$ cat src/verilog/sarcv_cfg.svh
`ifndef SARCV_CFG_SVH
`define SARCV_CFG_SVH
`define SARCV_CLK_MHZ 250
`define SARCV_POR_US 20
`define SARCV_POR_CYC (`SARCV_POR_US * `SARCV_CLK_MHZ)
`define SARCV_TCONV_NS 1500
`define SARCV_TCONV_CYC ((`SARCV_TCONV_NS * `SARCV_CLK_MHZ) / 1000)
`define SARCV_TACQ_NS 527
`define SARCV_TACQ_CYC ((`SARCV_TACQ_NS * `SARCV_CLK_MHZ + 999) / 1000)
`define SARCV_TQUIET_NS 40
`define SARCV_TQUIET_CYC ((`SARCV_TQUIET_NS * `SARCV_CLK_MHZ) / 1000)
`define SARCV_RES_BITS 16
`define SARCV_SCK_DIV 4
`endif

$ cat src/verilog/sarcv_pkg.sv
package sarcv_pkg;
	typedef enum logic [1:0] {DEV_POR, DEV_IDLE, DEV_CONV} sarcv_dev_st_t;
	typedef enum logic [2:0] {HST_POR, HST_IDLE, HST_TRIG, HST_WAIT, HST_SHIFT} sarcv_hst_st_t;
endpackage : sarcv_pkg

$ cat src/verilog/sarcv_link_if.sv
`timescale 1ns/100ps
`default_nettype none
interface sarcv_link_if;
	logic conversion_trigger;
	logic busy;
	logic sck;
	logic read_enable_or_chain_input;
	logic sdo_o;
	logic sdo_oe_n;
	logic chain_mode;
	modport dev (input conversion_trigger, input sck, input read_enable_or_chain_input,
		input chain_mode, output busy, output sdo_o, output sdo_oe_n);
	modport hst (output conversion_trigger, output sck, output read_enable_or_chain_input,
		output chain_mode, input busy, input sdo_o, input sdo_oe_n);
endinterface : sarcv_link_if
`default_nettype wire

$ cat src/verilog/sarcv_fifo.sv
`timescale 1ns/100ps
`default_nettype none
module sarcv_fifo #(
	parameter int WIDTH = 16,
	parameter int DEPTH = 4
) (
	input wire logic clk,
	input wire logic srst,
	input wire logic in_valid,
	output logic in_ready,
	input wire logic [WIDTH-1:0] in_data,
	output logic out_valid,
	input wire logic out_ready,
	output logic [WIDTH-1:0] out_data
);
	localparam int AW = $clog2(DEPTH);
	typedef struct packed {
		logic [DEPTH-1:0][WIDTH-1:0] mem;
		logic [AW-1:0] wp;
		logic [AW-1:0] rp;
		logic [AW:0] cnt;
	} sarcv_fifo_st_t;
	sarcv_fifo_st_t s_r, s_nxt;
	logic push, pop;
	assign in_ready = (s_r.cnt != (AW+1)'(DEPTH));
	assign out_valid = (s_r.cnt != '0);
	assign out_data = s_r.mem[s_r.rp];
	assign push = in_valid && in_ready;
	assign pop = out_valid && out_ready;
	always_comb begin
		s_nxt = s_r;
		if (push) begin
			s_nxt.mem[s_r.wp] = in_data;
			s_nxt.wp = (s_r.wp == AW'(DEPTH-1)) ? '0 : s_r.wp + 1'b1;
		end
		if (pop) begin
			s_nxt.rp = (s_r.rp == AW'(DEPTH-1)) ? '0 : s_r.rp + 1'b1;
		end
		s_nxt.cnt = s_r.cnt + (AW+1)'(push) - (AW+1)'(pop);
	end
	always_ff @(posedge clk) begin
		if (srst) begin
			s_r <= '0;
		end else begin
			s_r <= s_nxt;
		end
	end
endmodule : sarcv_fifo
`default_nettype wire

$ cat src/verilog/sarcv_host.sv
`timescale 1ns/100ps
`default_nettype none
`include "sarcv_cfg.svh"
module sarcv_host #(
	parameter int POR_CYC = `SARCV_POR_CYC,
	parameter int RES_BITS = `SARCV_RES_BITS,
	parameter int DEPTH = 4
) (
	input wire logic clk,
	input wire logic srst,
	input wire logic start,
	input wire logic chain_sel,
	input wire logic [4:0] words,
	output logic start_ready,
	output logic res_valid,
	input wire logic res_ready,
	output logic [RES_BITS-1:0] res_data,
	sarcv_link_if.hst link
);
	typedef struct packed {
		sarcv_pkg::sarcv_hst_st_t st;
		logic [13:0] cnt;
		logic [1:0] div;
		logic [4:0] bits;
		logic [4:0] wleft;
		logic [4:0] wtot;
		logic [RES_BITS-1:0] sh;
		logic [1:0] busy_s;
		logic [1:0] sdo_s;
		logic trig;
		logic sck;
		logic rd;
		logic push;
	} sarcv_host_st_t;
	sarcv_host_st_t s_r, s_nxt;
	logic fifo_ready;
	assign link.conversion_trigger = s_r.trig;
	assign link.sck = s_r.sck;
	assign link.read_enable_or_chain_input = s_r.rd;
	assign link.chain_mode = chain_sel;
	assign start_ready = (s_r.st == sarcv_pkg::HST_IDLE);
	sarcv_fifo #(.WIDTH(RES_BITS), .DEPTH(DEPTH)) i_sarcv_fifo (
		.clk(clk),
		.srst(srst),
		.in_valid(s_r.push),
		.in_ready(fifo_ready),
		.in_data(s_r.sh),
		.out_valid(res_valid),
		.out_ready(res_ready),
		.out_data(res_data)
	);
	////////////////////////////////////////////////////////////////////////////
	always_comb begin
		s_nxt = s_r;
		s_nxt.busy_s = {s_r.busy_s[0], link.busy};
		// a released line reads as the inverse, so an early sample shows up
		s_nxt.sdo_s = {s_r.sdo_s[0], link.sdo_o ^ link.sdo_oe_n};
		s_nxt.push = 1'b0;
		case (s_r.st)
			sarcv_pkg::HST_POR: begin
				s_nxt.cnt = s_r.cnt + 14'h0001;
				if (s_r.cnt >= 14'(POR_CYC - 1)) begin
					s_nxt.st = sarcv_pkg::HST_IDLE;
				end
			end
			sarcv_pkg::HST_IDLE: begin
				// reading idle: read enable high, sck low
				s_nxt.rd = 1'b1;
				if (start && fifo_ready) begin
					s_nxt.st = sarcv_pkg::HST_TRIG;
					s_nxt.trig = 1'b1;
					s_nxt.cnt = '0;
					s_nxt.wtot = (words == '0) ? 5'h01 : words;
				end
			end
			sarcv_pkg::HST_TRIG: begin
				// no more trigger edges until busy drops
				s_nxt.cnt = s_r.cnt + 14'h0001;
				if (s_r.busy_s[1]) begin
					s_nxt.st = sarcv_pkg::HST_WAIT;
				end
			end
			sarcv_pkg::HST_WAIT: begin
				if (!s_r.busy_s[1]) begin
					s_nxt.trig = 1'b0;
					// chain: ones stand in for an upstream device's bits
					s_nxt.rd = chain_sel ? 1'b1 : 1'b0;
					s_nxt.st = sarcv_pkg::HST_SHIFT;
					s_nxt.bits = '0;
					// first rise comes late so the output enable has settled
					s_nxt.div = 2'h3;
					s_nxt.wleft = s_r.wtot;
				end
			end
			sarcv_pkg::HST_SHIFT: begin
				// sck = clk/4 = 62.5MHz, above 40MHz minimum
				s_nxt.div = s_r.div + 2'h1;
				if (s_r.div == 2'h1 && !s_r.sck) begin
					s_nxt.sck = 1'b1;
					s_nxt.bits = s_r.bits + 5'h01;
				end else if (s_r.div == 2'h3 && s_r.sck) begin
					// sample at the fall: the round trip is too long for the next rise
					s_nxt.sh = {s_r.sh[RES_BITS-2:0], s_r.sdo_s[1]};
					s_nxt.sck = 1'b0;
					if (s_r.bits == 5'(RES_BITS)) begin
						s_nxt.push = 1'b1;
						s_nxt.bits = '0;
						s_nxt.wleft = s_r.wleft - 5'h01;
						if (s_r.wleft == 5'h01) begin
							s_nxt.st = sarcv_pkg::HST_IDLE;
							s_nxt.rd = 1'b1;
						end
					end
				end
			end
			default: begin
				s_nxt.st = sarcv_pkg::HST_POR;
			end
		endcase
	end
	always_ff @(posedge clk) begin
		if (srst) begin
			s_r <= '0;
			s_r.rd <= 1'b1;
		end else begin
			s_r <= s_nxt;
		end
	end
endmodule : sarcv_host
`default_nettype wire

$ cat src/flat_wrapper.sv
// flat-port wrapper written by rule: the top's interface ports become plain ports
module sarcv_host_flat 
#(
	parameter int POR_CYC = `SARCV_POR_CYC,
	parameter int RES_BITS = `SARCV_RES_BITS,
	parameter int DEPTH = 4
)
  (clk, srst, start, chain_sel, words, start_ready, res_valid, res_ready, res_data, link_conversion_trigger, link_sck, link_read_enable_or_chain_input, link_chain_mode, link_busy, link_sdo_o, link_sdo_oe_n);
  sarcv_link_if link_i ();
  input wire logic clk;
  input wire logic srst;
  input wire logic start;
  input wire logic chain_sel;
  input wire logic [4:0] words;
  output logic start_ready;
  output logic res_valid;
  input wire logic res_ready;
  output logic [RES_BITS-1:0] res_data;
  output wire logic [$bits(link_i.conversion_trigger)-1:0] link_conversion_trigger;
  output wire logic [$bits(link_i.sck)-1:0] link_sck;
  output wire logic [$bits(link_i.read_enable_or_chain_input)-1:0] link_read_enable_or_chain_input;
  output wire logic [$bits(link_i.chain_mode)-1:0] link_chain_mode;
  input wire logic [$bits(link_i.busy)-1:0] link_busy;
  input wire logic [$bits(link_i.sdo_o)-1:0] link_sdo_o;
  input wire logic [$bits(link_i.sdo_oe_n)-1:0] link_sdo_oe_n;
  assign link_conversion_trigger = link_i.conversion_trigger;
  assign link_sck = link_i.sck;
  assign link_read_enable_or_chain_input = link_i.read_enable_or_chain_input;
  assign link_chain_mode = link_i.chain_mode;
  assign link_i.busy = link_busy;
  assign link_i.sdo_o = link_sdo_o;
  assign link_i.sdo_oe_n = link_sdo_oe_n;
  sarcv_host #(.POR_CYC(POR_CYC), .RES_BITS(RES_BITS), .DEPTH(DEPTH)) u_core (.clk(clk), .srst(srst), .start(start), .chain_sel(chain_sel), .words(words), .start_ready(start_ready), .res_valid(res_valid), .res_ready(res_ready), .res_data(res_data), .link(link_i));
endmodule
$ cat config.mk
export PLATFORM = sky130hd
export DESIGN_NAME = sarcv_host_flat
export DESIGN_NICKNAME = d
export VERILOG_FILES = /design/src/verilog/sarcv_pkg.sv /design/src/verilog/sarcv_link_if.sv /design/src/verilog/sarcv_fifo.sv /design/src/verilog/sarcv_host.sv /design/src/flat_wrapper.sv
export VERILOG_INCLUDE_DIRS = /design/src /design/src/verilog
export SDC_FILE = /design/constraint.sdc
export NUM_CORES = 1
export LEC_CHECK = 0
export BUFFER_PORTS_ARGS = -buffer_cell sky130_fd_sc_hd__buf_2
export CORE_UTILIZATION = 65
export DETAILED_ROUTE_END_ITERATION = 16
export PLACE_DENSITY = 0.83
export SLEW_MARGIN = 20
export SYNTH_ARGS = -nofsm -noshare
export SYNTH_HDL_FRONTEND = slang
export SYNTH_SLANG_ARGS = --single-unit
$ cat constraint.sdc
create_clock -name clk -period 4.7 [get_ports clk]
set_input_delay 0.94 -clock clk [delete_from_list [all_inputs] [get_ports clk]]
set_output_delay 0.94 -clock clk [all_outputs]
set_load 0.02 [all_outputs]
==> impl_metrics.py <==
metrics = {
    "clock_network": {
        "htreeDepth": 4,
        "cts.clk_slew.worst_paths_ns": 0.05,
        "cts_buffers": 17,
        "cts_root_buf": "clkbuf_8",
        "clock-sinks": 129,
        "ctsResizeCount": 0,
        "cts_tree": "built",
        "cts_setup_buffers": 0,
        "cts_hold_buf": 0,
        "clk-insertion-delay-late_ns": 0.51,
        "cts_buffer_depth": 2,
    },
    "logic_synthesis": {
        "synth-edff-count": 0,
        "syn_area_per_cell_um2": 8.41,
        "synthCells": 667,
        "ys_seq_area_frac": 0.460,
        "synth-main-ff-cell": "dfxtp_1",
        "synthesis.area_mm2": 0.00561,
        "async_flop_share": 0,
        "syn_nets": 695,
        "synth_cell_types": 52,
        "ys.warnings.count": 0,
        "synth-seq-cells": 129,
    },
    "sta": {
        "finalSetupViolCount": 0,
        "fin_skew_ns": 0.0101,
        "fin_tns_setup_ns": 0,
        "hold_viol_final": 0,
        "tightest_slew_ns": 1.05,
        "max_freq_ghz": 0.307,
        "min_period_ns": 3.25,
        "rsz0062_at_grt": "false",
        "slew_headroom": 0.302,
        "drv_slew": 0,
        "finalCritPeriodShare": 0.692,
        "worst_slack_ns": 1.45,
    },
    "floorplanning": {
        "die_height_um": 94.9,
        "fp.dieW_um": 94.9,
        "initial_utilization": 0.676,
        "rows": 33,
        "num_io_pins": 35,
        "die_area_mm2": 0.00901,
        "fp.coreArea_mm2": 0.00830,
    },
    "worst_setup_path": {
        "endpoint_kind": "output pin",
        "slowest_delay_ns": 1.01,
        "path_max_fanout": 19,
        "crit_buf_inv": 1,
        "arrival_ns": 2.31,
        "critical_path.top_delay_family": "flip-flops",
        "cp_slowest_cell": "dfxtp_1",
        "crit_path_cell_trace": "mux4_2, buf_2",
        "start_kind": "flop",
        "criticalPathCategory": "flop to output pin",
        "required_ns": 3.76,
    },
    "run": {
        "maxCapViolCount": 0,
    },
    "global_routing": {
        "grt_pass1_wl_mm": 20.1,
        "grt.total_usage": 0.290,
        "grt_start_max_net_pins": 121,
        "grt_pass1_vias": 4471,
        "antenna_found_initial": 0,
        "grt_overflow": 0,
    },
    "placement": {
        "io_buffers": 34,
        "gp_congestion": 0.833,
        "placed_cells": 764,
        "place_ws_ns": 1.86,
        "dpl.hpwl_mm": 7.44,
    },
    "route": {
        "viasPerCell": 5.87,
        "ant_nets": 0,
        "wire_per_inst_um": 15.2,
        "drt_wl_total_mm": 12.1,
        "firstDrtPassIters": 5,
        "vias": 4673,
        "drt_iter0_drc": 210,
        "drc_errors": 0,
    },
    "worst_hold_path": {
        "worstHoldPathType": "flop to flop",
    },
    "finish": {
        "n_fill_cell": 593,
        "n_antenna_cell": 0,
        "drive_gt1_frac": 0.135,
        "syn_to_final_growth_pct": 12.2,
        "nets": 706,
        "instances_no_fill": 796,
    },
    "power": {
        "p_leak_nw": 2.25,
        "ir_drop_mv": 0.319,
        "power.density_mw_per_mm2": 426,
    },
    "run_status": {
        "status": "finished, final reports clean",
    },
}
flip-flops by register name (all words and copies together) (netlist names):
register	flops
u_core.link.conversion_trigger	1
u_core.link.sck	1
u_core.i_sarcv_fifo.s_r	71
u_core.link.read_enable_or_chain_input	1
u_core.s_r	53
u_core.s_nxt	2
synthesized netlist by cell type, types with 5 or more instances:
cell	count	area, µm²
nand2_1	184	691
dfxtp_1	129	2580
a21oi_1	100	500
nor2_1	38	143
clkbuf_1	31	116
inv_1	16	60.1
mux4_2	16	360
o21ai_0	16	80.1
ha_1	14	175
and3_1	9	56.3
nand4_1	9	56.3
nor2b_1	8	50.1
nand3_1	7	35.0
nor3_1	6	30.0
xnor2_1	6	52.6
xor2_1	6	52.6
a211oi_1	5	37.5
buf_4	5	37.5
mux2i_1	5	50.1
or3_1	5	31.3
cells in the final DEF (no fill, tap or decap), types with 7 or more instances in the layout:
cell type | synthesis | layout
nand2_1 | 184 | 184
and3_1 | 9 | 9
nand3_1 | 7 | 7
o21ai_0 | 16 | 16
nor2_1 | 38 | 38
dfxtp_1 | 129 | 128
nand4_1 | 9 | 9
clkbuf_16 | 0 | 16
inv_1 | 16 | 16
mux4_2 | 16 | 16
a21oi_1 | 100 | 100
ha_1 | 14 | 14
nor2b_1 | 8 | 8
buf_2 | 4 | 33
metrics by stage:
step / utilization / total power [W] / area, µm² / hold slack, ns
CTS: 0.758 / 0.00269 / 6290 / 0.442
global route: 0.759 / 0.00279 / 6300 / 0.460
global placement: 0.690 / 0.00147 / 5730 / 0.419
floorplan: - / 0.00143 / 5610 / 0.414
finish: 0.759 / 0.00268 / 6300 / 0.437
detailed placement: 0.690 / 0.00148 / 5730 / 0.427
report_power, final:
part	switching, W	leakage, nW	internal, W	total (W)
clock	0.000475	0.269	0.000742	0.00122
combinational	0.000138	0.937	0.000119	0.000257
sequential	0.0000776	1.04	0.00113	0.00121
worst paths after layout:
check                                                             start                          end  slack, ns  cells after the start
worst max-delay path            u_core.i_sarcv_fifo.s_r[3]$_SDFFE_PP0P_                 res_data[15]       1.45                      2
worst min-delay path                         u_core.s_nxt[5]$_SDFF_PP0_     u_core.s_r[5]$_SDFF_PP0_       0.44                      1
worst max register to register              u_core.s_r[57]$_SDFFE_PP0P_  u_core.s_r[17]$_SDFFE_PP0P_       2.14                      4
worst min register to register               u_core.s_nxt[5]$_SDFF_PP0_     u_core.s_r[5]$_SDFF_PP0_       0.44                      1
final cells by class:
cell class	instances	area, µm²	area share
Clock buffer	20	455	0.0723
Clock inverter	12	110	0.0175
Inverter	16	60.1	0.00954
Multi-Input combinational cell	480	2780	0.441
Sequential cell	129	2580	0.410
Tap cell	105	131	0.0209
Timing Repair Buffer	34	176	0.0280
logic make-up (layout without fill, tap and decap cells):
group                      after synthesis  after routing  share of synthesized area
AOI/OAI and AO/OA                      135            135                      0.130
xor gates and xnor gates                12             12                     0.0187
adders and majority gates               15             15                     0.0348
buffers and inverters                   58             82                     0.0444
DFF                                    129            129                      0.460
muxes                                   21             21                     0.0732
and+or+nand+nor                        297            297                      0.238
metal layers:
metal,up-vias,global-route usage,routed length (µm)
met3,32,0.0765,593
met5,-,0,0
met1,2209,0.331,5000
li1,2288,-,-
met2,144,0.502,6160
met4,0,0.139,333
Note: power is estimated with default switching activity, not from simulation.
